**config.mk**
```make
export PLATFORM = sky130hd
export DESIGN_NAME = stdb_status_bank
export DESIGN_NICKNAME = d
export VERILOG_FILES = /design/src/common/stdb_pkg.sv /design/src/rtl/stdb_flag_bit.sv /design/src/rtl/stdb_status_bank.sv
export SDC_FILE = /design/constraint.sdc
export NUM_CORES = 1
export LEC_CHECK = 0
export ABC_CLOCK_PERIOD_IN_PS = 1700
export BUFFER_PORTS_ARGS = -buffer_cell sky130_fd_sc_hd__buf_2
export CORE_MARGIN = 4
export CORE_UTILIZATION = 40
export CTS_BUF_LIST = sky130_fd_sc_hd__clkbuf_4 sky130_fd_sc_hd__clkbuf_8 sky130_fd_sc_hd__clkbuf_16
export DETAILED_ROUTE_END_ITERATION = 16
export PLACE_DENSITY = 0.69
export SYNTH_ARGS = -nofsm -noshare
export SYNTH_HDL_FRONTEND = slang
export SYNTH_SLANG_ARGS = --single-unit
```
**constraint.sdc**
```tcl
create_clock -name sys_clk -period 1.7 [get_ports sys_clk]
set_input_delay 0.17 -clock sys_clk [delete_from_list [all_inputs] [get_ports sys_clk]]
set_output_delay 0.17 -clock sys_clk [all_outputs]
set_load 0.03 [all_outputs]
```
**src/common/stdb_pkg.sv**
```systemverilog
// package with register map, field positions and reset values of the status bank
package stdb_pkg;
  // register addresses (7-bit)
  localparam logic [6:0] STDB_ADDR_SUPPLY = 7'h41;
  localparam logic [6:0] STDB_ADDR_THERMAL = 7'h42;
  localparam logic [6:0] STDB_ADDR_DEVINFO = 7'h43;
  // supply register field positions
  localparam int STDB_SUP_POR = 7;
  localparam int STDB_SUP_LIN_LOW = 6;
  localparam int STDB_SUP_MAIN_HIGH = 5;
  localparam int STDB_SUP_SEC_HOT = 4;
  localparam int STDB_SUP_SEC_LOW = 3;
  localparam int STDB_SUP_MAIN_SHORT = 2;
  localparam int STDB_SUP_RSVD = 1;
  localparam int STDB_SUP_MAIN_LOW = 0;
  // thermal register field positions
  localparam int STDB_TH_SEVERE = 2;
  localparam int STDB_TH_FIRST = 1;
  localparam int STDB_TH_PREWARN = 0;
  // device info field positions
  localparam int STDB_DI_PREV_HI = 7;
  localparam int STDB_DI_PREV_LO = 6;
  localparam int STDB_DI_RST_HIGH = 5;
  localparam int STDB_DI_FSI = 4;
  localparam int STDB_DI_WDC_HI = 3;
  localparam int STDB_DI_WDC_LO = 2;
  localparam int STDB_DI_SPI = 1;
  localparam int STDB_DI_FO = 0;
  // read-clear masks and reset values
  localparam logic [7:0] STDB_SUP_RC_MASK = 8'hFD;
  localparam logic [7:0] STDB_TH_MASK = 8'h07;
  localparam logic [7:0] STDB_DI_RC_MASK = 8'hF3;
  localparam logic [7:0] STDB_RESET_VAL = 8'h00;
  // previous-state encodings
  localparam logic [1:0] STDB_PREV_CLEAR = 2'h0;
  localparam logic [1:0] STDB_PREV_FAIL = 2'h1;
  localparam logic [1:0] STDB_PREV_SLEEP = 2'h2;
  // watchdog failure counter values
  localparam logic [1:0] STDB_WDC_NONE = 2'h0;
  localparam logic [1:0] STDB_WDC_ONE = 2'h1;
  localparam logic [1:0] STDB_WDC_TWO = 2'h2;
endpackage : stdb_pkg

```
**src/rtl/stdb_flag_bit.sv**
```systemverilog
`timescale 1ns/1ps
// one sticky read-clear flag where a new event wins over a clear
module stdb_flag_bit (
  // clock and reset
  input wire logic clk,
  input wire logic rst_n,
  // control
  input wire logic set_evt,
  input wire logic clr_req,
  // state
  output logic flag
);
  logic flag_reg; // stored flag
  logic flag_next; // next value

  // set has priority so that an event in the clearing cycle survives
  always_comb begin
    flag_next = flag_reg;
    if (set_evt) begin
      flag_next = 1'b1;
    end else if (clr_req) begin
      flag_next = 1'b0;
    end
  end

  // register only
  always_ff @(posedge clk or negedge rst_n) begin
    if (!rst_n) begin
      flag_reg <= 1'b0;
    end else begin
      flag_reg <= flag_next;
    end
  end

  assign flag = flag_reg;
endmodule : stdb_flag_bit

```
**src/rtl/stdb_status_bank.sv**
```systemverilog
`timescale 1ns/1ps
// supply, thermal and device information status bank behind the 16-bit frame port
// Operation
// - one 16-bit frame: address, mode, ignored data
// - mode 0 reads, mode 1 reads and clears
// - flags change only by event or clear
// - supply flags at 0x41, seven read-clear
// - reset zeroes bits 7..0, por_event sets power flag
// - short event sets supply bit 2
// - supply bit 1 always reads zero
// - main off blocks short and low flags
// - second off blocks its low, hot flags
// - no active LIN blocks LIN low flag
// - thermal flags at 0x42, bits 2..0
// - severe shutdown sets flag, enters fail-safe
// - restart keeps thermal flags, upper bits read zero
// - info at 0x43, reset zero, kept through restart
// - previous state field codes before restart
// - failure causes give previous state 01
// - reset clamped high sets bit 5
// - fail-safe input pattern failure sets bit 4
// - watchdog counter counts one then two
// - counter stops at two, cleared by trigger
// - invalid command clear not executed, sets bit 1
// - invalid flag cleared only by command
// - fail outputs active sets bit 0
module stdb_status_bank
  import stdb_pkg::*;
(
  // clock and reset
  input wire logic sys_clk,
  input wire logic resetn,
  // frame port from the serial shifter, same clock
  input wire logic frame_valid,
  input wire logic [15:0] frame_data,
  input wire logic frame_invalid,
  output logic [7:0] read_data,
  output logic read_valid,
  // supply detectors, level per cycle
  input wire logic por_event,
  input wire logic lin_low_det,
  input wire logic main_high_det,
  input wire logic sec_hot_det,
  input wire logic sec_low_det,
  input wire logic main_short_det,
  input wire logic main_low_det,
  // regulator and transceiver state
  input wire logic main_on,
  input wire logic sec_on,
  input wire logic lin_active,
  // thermal detectors
  input wire logic severe_det,
  input wire logic first_det,
  input wire logic prewarn_det,
  // restart controller and fail-safe
  input wire logic restart_pulse,
  input wire logic restart_from_fail,
  input wire logic restart_from_sleep,
  input wire logic overvoltage_reset_enable,
  input wire logic watchdog_fail_evt,
  input wire logic watchdog_good_evt,
  input wire logic reset_stuck_det,
  input wire logic failsafe_input_pattern_flag_det,
  input wire logic fail_outputs_on,
  output logic failsafe_req,
  output logic [1:0] fail_safe_outputs
);
  logic rst_meta_reg; // first reset sync stage
  logic rst_sync_reg; // released reset copy
  logic rst_n; // internal reset

  // reset release through two flops, assert is asynchronous
  always_ff @(posedge sys_clk or negedge resetn) begin
    if (!resetn) begin
      rst_meta_reg <= 1'b0;
      rst_sync_reg <= 1'b0;
    end else begin
      rst_meta_reg <= 1'b1;
      rst_sync_reg <= rst_meta_reg;
    end
  end
  assign rst_n = rst_sync_reg;

  // frame decode: bits 6:0 address, bit 7 mode, data byte ignored
  logic [6:0] frame_addr;
  logic frame_clear;
  logic acc_ok;
  assign frame_addr = frame_data[6:0];
  assign frame_clear = frame_data[7];
  // an invalid command still returns its read byte, but its clear is never executed
  assign acc_ok = frame_valid && !frame_invalid;

  logic clr_sup; // clear request for supply flags
  logic clr_th; // clear request for thermal flags
  logic clr_di; // clear request for info flags
  assign clr_sup = acc_ok && frame_clear && (frame_addr == STDB_ADDR_SUPPLY);
  assign clr_th = acc_ok && frame_clear && (frame_addr == STDB_ADDR_THERMAL);
  assign clr_di = acc_ok && frame_clear && (frame_addr == STDB_ADDR_DEVINFO);

  // gated set events; a disabled supply cannot raise its flags, except main high, which is never gated
  logic [7:0] sup_set;
  always_comb begin
    sup_set = 8'h00;
    sup_set[STDB_SUP_POR] = por_event;
    sup_set[STDB_SUP_LIN_LOW] = lin_low_det && lin_active;
    sup_set[STDB_SUP_MAIN_HIGH] = main_high_det;
    sup_set[STDB_SUP_SEC_HOT] = sec_hot_det && sec_on;
    sup_set[STDB_SUP_SEC_LOW] = sec_low_det && sec_on;
    sup_set[STDB_SUP_MAIN_SHORT] = main_short_det && main_on;
    sup_set[STDB_SUP_MAIN_LOW] = main_low_det && main_on;
  end

  // sticky read-clear flags, one instance per bit; bit 1 stays reserved
  logic [7:0] sup_flags;
  genvar gi;
  generate
    for (gi = 0; gi < 8; gi++) begin : g_sup
      if (STDB_SUP_RC_MASK[gi]) begin : g_rc
        stdb_flag_bit u_bit (
          .clk(sys_clk),
          .rst_n(rst_n),
          .set_evt(sup_set[gi]),
          .clr_req(clr_sup),
          .flag(sup_flags[gi])
        );
      end else begin : g_rsvd
        assign sup_flags[gi] = 1'b0;
      end
    end
  endgenerate

  // thermal flags; restart leaves them untouched since only clear affects them
  logic [2:0] th_set;
  logic [2:0] th_flags;
  assign th_set = {severe_det, first_det, prewarn_det};
  generate
    for (gi = 0; gi < 3; gi++) begin : g_th
      stdb_flag_bit u_bit (
        .clk(sys_clk),
        .rst_n(rst_n),
        .set_evt(th_set[gi]),
        .clr_req(clr_th),
        .flag(th_flags[gi])
      );
    end
  endgenerate

  // severe shutdown forces fail-safe directly, not waiting for software
  assign failsafe_req = severe_det || th_flags[STDB_TH_SEVERE];

  // info single-bit flags: clamp, fsi, invalid command, fail outputs
  logic [3:0] di_set;
  logic [3:0] di_flags;
  assign di_set = {reset_stuck_det, failsafe_input_pattern_flag_det, frame_valid && frame_invalid, fail_outputs_on};
  generate
    for (gi = 0; gi < 4; gi++) begin : g_di
      stdb_flag_bit u_bit (
        .clk(sys_clk),
        .rst_n(rst_n),
        .set_evt(di_set[gi]),
        .clr_req(clr_di),
        .flag(di_flags[gi])
      );
    end
  endgenerate

  // previous-state field and watchdog counter
  logic [1:0] prev_reg;
  logic [1:0] prev_next;
  logic [1:0] wdc_reg;
  logic [1:0] wdc_next;
  logic fail_cause;
  // overvoltage counts as a failure only when its reset is enabled
  assign fail_cause = restart_from_fail || (main_high_det && overvoltage_reset_enable);

  // restart records its cause; otherwise only a clear frame moves the field
  always_comb begin
    prev_next = prev_reg;
    if (restart_pulse && fail_cause) begin
      prev_next = STDB_PREV_FAIL;
    end else if (restart_pulse && restart_from_sleep) begin
      prev_next = STDB_PREV_SLEEP;
    end else if (clr_di) begin
      prev_next = STDB_PREV_CLEAR;
    end
  end

  // counter saturates at two; only a good trigger clears it, never software
  always_comb begin
    wdc_next = wdc_reg;
    if (watchdog_fail_evt) begin
      if (wdc_reg == STDB_WDC_NONE) begin
        wdc_next = STDB_WDC_ONE;
      end else begin
        wdc_next = STDB_WDC_TWO;
      end
    end else if (watchdog_good_evt) begin
      wdc_next = STDB_WDC_NONE;
    end
  end

  // register only; restart has no reset effect here
  always_ff @(posedge sys_clk or negedge rst_n) begin
    if (!rst_n) begin
      prev_reg <= STDB_PREV_CLEAR;
      wdc_reg <= STDB_WDC_NONE;
    end else begin
      prev_reg <= prev_next;
      wdc_reg <= wdc_next;
    end
  end

  // fail-safe output configuration follows the counter
  assign fail_safe_outputs = wdc_reg;

  // assembled registers, reserved bits read zero
  logic [7:0] th_word;
  logic [7:0] di_word;
  assign th_word = {5'h00, th_flags};
  assign di_word = {prev_reg, di_flags[3], di_flags[2], wdc_reg, di_flags[1], di_flags[0]};

  // read data: snapshot taken before the clear lands, unmapped reads 0x00
  logic [7:0] rdata_reg;
  logic [7:0] rdata_next;
  logic rvalid_reg;
  logic rvalid_next;
  always_comb begin
    rdata_next = rdata_reg;
    rvalid_next = 1'b0;
    if (frame_valid) begin
      rvalid_next = 1'b1;
      unique case (frame_addr)
        STDB_ADDR_SUPPLY: rdata_next = sup_flags;
        STDB_ADDR_THERMAL: rdata_next = th_word;
        STDB_ADDR_DEVINFO: rdata_next = di_word;
        default: rdata_next = STDB_RESET_VAL;
      endcase
    end
  end

  // register only
  always_ff @(posedge sys_clk or negedge rst_n) begin
    if (!rst_n) begin
      rdata_reg <= STDB_RESET_VAL;
      rvalid_reg <= 1'b0;
    end else begin
      rdata_reg <= rdata_next;
      rvalid_reg <= rvalid_next;
    end
  end
  assign read_data = rdata_reg;
  assign read_valid = rvalid_reg;

  // checks
  AST_RSVD_ZERO: assert property (@(posedge sys_clk) disable iff (!rst_n)
    sup_flags[STDB_SUP_RSVD] == 1'b0 && th_word[7:3] == 5'h00) else $error("reserved bit set");
  AST_SHORT_SET: assert property (@(posedge sys_clk) disable iff (!rst_n)
    main_short_det && main_on |=> sup_flags[STDB_SUP_MAIN_SHORT]) else $error("short flag missed");
  AST_MAIN_OFF: assert property (@(posedge sys_clk) disable iff (!rst_n)
    !main_on && !clr_sup && !sup_flags[STDB_SUP_MAIN_LOW] |=> !sup_flags[STDB_SUP_MAIN_LOW])
    else $error("low flag set while off");
  AST_SEC_OFF: assert property (@(posedge sys_clk) disable iff (!rst_n)
    !sec_on && !sup_flags[STDB_SUP_SEC_HOT] |=> !sup_flags[STDB_SUP_SEC_HOT]) else $error("hot flag while off");
  AST_LIN_OFF: assert property (@(posedge sys_clk) disable iff (!rst_n)
    !lin_active && !sup_flags[STDB_SUP_LIN_LOW] |=> !sup_flags[STDB_SUP_LIN_LOW]) else $error("lin flag set");
  AST_SET_WINS: assert property (@(posedge sys_clk) disable iff (!rst_n)
    clr_th && first_det |=> th_flags[STDB_TH_FIRST]) else $error("event lost on clear");
  AST_CLEAR: assert property (@(posedge sys_clk) disable iff (!rst_n)
    clr_th && th_set == 3'h0 |=> th_flags == 3'h0) else $error("clear failed");
  AST_STICKY: assert property (@(posedge sys_clk) disable iff (!rst_n)
    !clr_sup |=> (sup_flags & ~$past(sup_flags)) == 8'h00 || $past(sup_set) != 8'h00)
    else $error("flag changed alone");
  AST_WDC_SAT: assert property (@(posedge sys_clk) disable iff (!rst_n)
    wdc_reg != 2'h3) else $error("counter reached three");
  AST_WDC_KEEP: assert property (@(posedge sys_clk) disable iff (!rst_n)
    clr_di && !watchdog_good_evt && !watchdog_fail_evt |=> $stable(wdc_reg))
    else $error("counter moved by a clear frame");
  AST_WDC_STEP: assert property (@(posedge sys_clk) disable iff (!rst_n)
    watchdog_fail_evt && wdc_reg == STDB_WDC_NONE |=> wdc_reg == STDB_WDC_ONE ##0 fail_safe_outputs == 2'h1)
    else $error("counter step");
  AST_SPI_FLAG: assert property (@(posedge sys_clk) disable iff (!rst_n)
    frame_valid && frame_invalid |=> di_flags[2'h1] && $stable(th_flags[STDB_TH_PREWARN]) || prewarn_det)
    else $error("invalid command");
  AST_SEVERE_FS: assert property (@(posedge sys_clk) disable iff (!rst_n)
    severe_det |-> failsafe_req ##1 th_flags[STDB_TH_SEVERE]) else $error("severe missed");
endmodule : stdb_status_bank

```
==> run_results.csv <==
group,metric,value,unit
timing,fmax,0.742,GHz
timing,finalCritPeriodShare,0.793,
route,dr.max_layer_used,"met4",
clocking,clock-root-buffer,"clkbuf_4",
route,via_per_inst,4.94,
logic_synthesis,synth_top_area_cell,"dfrtp_1",
clocking,clock_insertion_delay_worst_skew,320,ps
worst_setup_path,critPathLaunchType,"register",
logic_synthesis,synth_most_common_cell,"dfrtp_1",
final_layout,multi_input_area,490,µm²
global_routing,grt_overflow,0,
global_routing,grt_max_degree,28,
placed_design,io_buffer_count,45,
logic_synthesis,syn-num-nets,145,
power_and_ir_drop,peakVddDrop,0.466,mV
job,drv_cap,0,
timing,clock_skew,10.4,ps
worst_hold_path,hold_class,"in -> reg",
timing,timing.final.hold_violations,0,
power_and_ir_drop,power.total,1.34,mW
route,wl_met1,1150,µm
clocking,cts_made_buffers,5,
final_layout,area_growth_syn_to_layout,27.0,%
clocking,post_cts_buffers,0,
timing,setup_viol,0,
power_and_ir_drop,cellLeakagePower,0.758,nW
route,wirelength,2740,µm
die,die_area,4130,µm²
clocking,cts_sinks,29,
logic_synthesis,netlist_area,1270,µm²
timing,slew_violations,0,
route,antenna_left,0,
global_routing,grt_pass1_wl,4670,µm
worst_setup_path,cp_max_fo,3,
route,wl_met2,1320,µm
logic_synthesis,synth_common_cells,"dfrtp_1, nand2_1, a21o_1, inv_1, mux2_1",
worst_setup_path,endpoint_kind,"output port",
clocking,clock_path_buffers,2,
die,io_pins,54,
global_routing,antenna_found_initial,0,
clocking,hold_buffers,1,
final_layout,drive_above_1_share,0.400,
placed_design,dp_hpwl,2110,µm
die,initial_core_util,0.415,
logic_synthesis,syn_inst,103,
final_layout,ff_latch_area,726,µm²
route,wire_per_inst,13.8,µm
worst_setup_path,crit_type,"reg -> out",
final_layout,fill_cells,296,
global_routing,grtUsageTotal,0.151,
die,die_h,64.3,µm
die,chipWidth,64.3,µm
die,coreArea,3050,µm²
route,first_iter_violations,43,
route,drc,0,
logic_synthesis,synth_seq_area_share,0.573,
power_and_ir_drop,power_per_cell_area,832,nW/µm²
route,wl_met3,233,µm
placed_design,gp_congestion,0.803,
timing,rsz0062_at_grt,"false",
logic_synthesis,ys_ff_latch,29,
clocking,cts-resized-gates,0,
final_layout,final_util,0.527,
logic_synthesis,synth.avg_cell_area,12.3,µm²
logic_synthesis,ys_warn_count,0,
route,first_pass_iters,6,
final_layout,largest_reg_flops,8,
outcome,outcome,"completed",
clocking,tritoncts,"built",
route,route.vias.total,984,
clocking,clk_pin_slew,80,ps
worst_setup_path,cp_data_required_time,1530,ps
worst_setup_path,arrival,1180,ps
final_layout,antennaDiodeCount,0,
die,rows,20,
logic_synthesis,synth_edf_count,0,
timing,finalSetupTns,0,ps
logic_synthesis,yosys.area.top_type_share,0.573,
logic_synthesis,synth_flop_cell,"dfrtp_1",
logic_synthesis,synthArstFlopShare,1.00,
clocking,htree_levels,2,
worst_setup_path,rrSetupSlack,530,ps
timing,period_needed,1350,ps
global_routing,grt_pass1_vias,1000,
timing,whs,23.9,ps
logic_synthesis,ys_types,30,
logic_synthesis,synth.top_cells.by_area,"dfrtp_1, mux2_1, a21o_1",
final_layout,nets,196,
==> metal layers <==
metal,global-route usage,vias to the layer above
met1,0.180,469
met3,0.0668,4
met5,0,-
met2,0.241,35
li1,-,476
met4,0.0554,0
==> layout make-up <==
| class | count | area share |
|---|---|---|
| Multi-Input combinational cell | 62 | 0.305 |
| Timing Repair Buffer | 47 | 0.151 |
| Sequential cell | 29 | 0.451 |
| Tap cell | 44 | 0.0342 |
| Clock buffer | 8 | 0.0374 |
| Inverter | 9 | 0.0210 |
==> power by group <==
group	internal (mW)	total [mW]	switching, mW	leakage [nW]
registers	0.712	0.728	0.0162	0.318
clock network	0.212	0.432	0.219	0.0368
logic	0.0726	0.178	0.106	0.403
total	0.997	1.34	0.341	0.758
==> final timing paths <==
path | start | end | depth (start not counted)
setup / recovery | g_th[2].u_bit.flag | failsafe_req | 2
hold / removal | failsafe_input_pattern_flag_det | g_di[2].u_bit.flag | 2
setup reg to reg | fail_safe_outputs[0] | read_data[2] | 3
hold reg to reg | rst_n | read_data[3] | 1
max in group asynchronous | rst_n | g_sup[4].g_rc.u_bit.flag | 1
min in group asynchronous | resetn | rst_n | 2
==> cell families (layout without fill, tap and decap cells) <==
logic type      Yosys count  after routing  share of synthesized area
other cells               1              1                    0.00296
simple gates             22             22                      0.130
flops                    29             29                      0.573
buf+inv                  12             64                     0.0395
compound gates           31             31                      0.183
mux                       8              8                     0.0711
==> stage by stage <==
step | setup slack [ps] | instance area [µm²] | instances
after detailed placement | 373 | 1540 | 190
after global routing | 295 | 1610 | 199
after CTS | 324 | 1610 | 199
after global placement | 387 | 1540 | 190
after floorplan | 507 | 1270 | 103
final | 352 | 1610 | 199
==> layout by cell type (no fill, tap or decap), types with 2 or more instances in the layout <==
master and n:
nor2_1 2, mux2_1 7, nand2_1 10, clkbuf_4 8
o32ai_1 2, a21o_1 9, a21oi_1 2, a22o_1 6
dfrtp_1 29, buf_2 45, o22ai_1 6, inv_1 9
a22oi_1 2
==> critical path, stage by stage (launching register included) <==
cell	delay (ps)
dfrtp_1	400
or2_2	290
buf_2	180
Note: power is estimated with default switching activity, not from simulation.
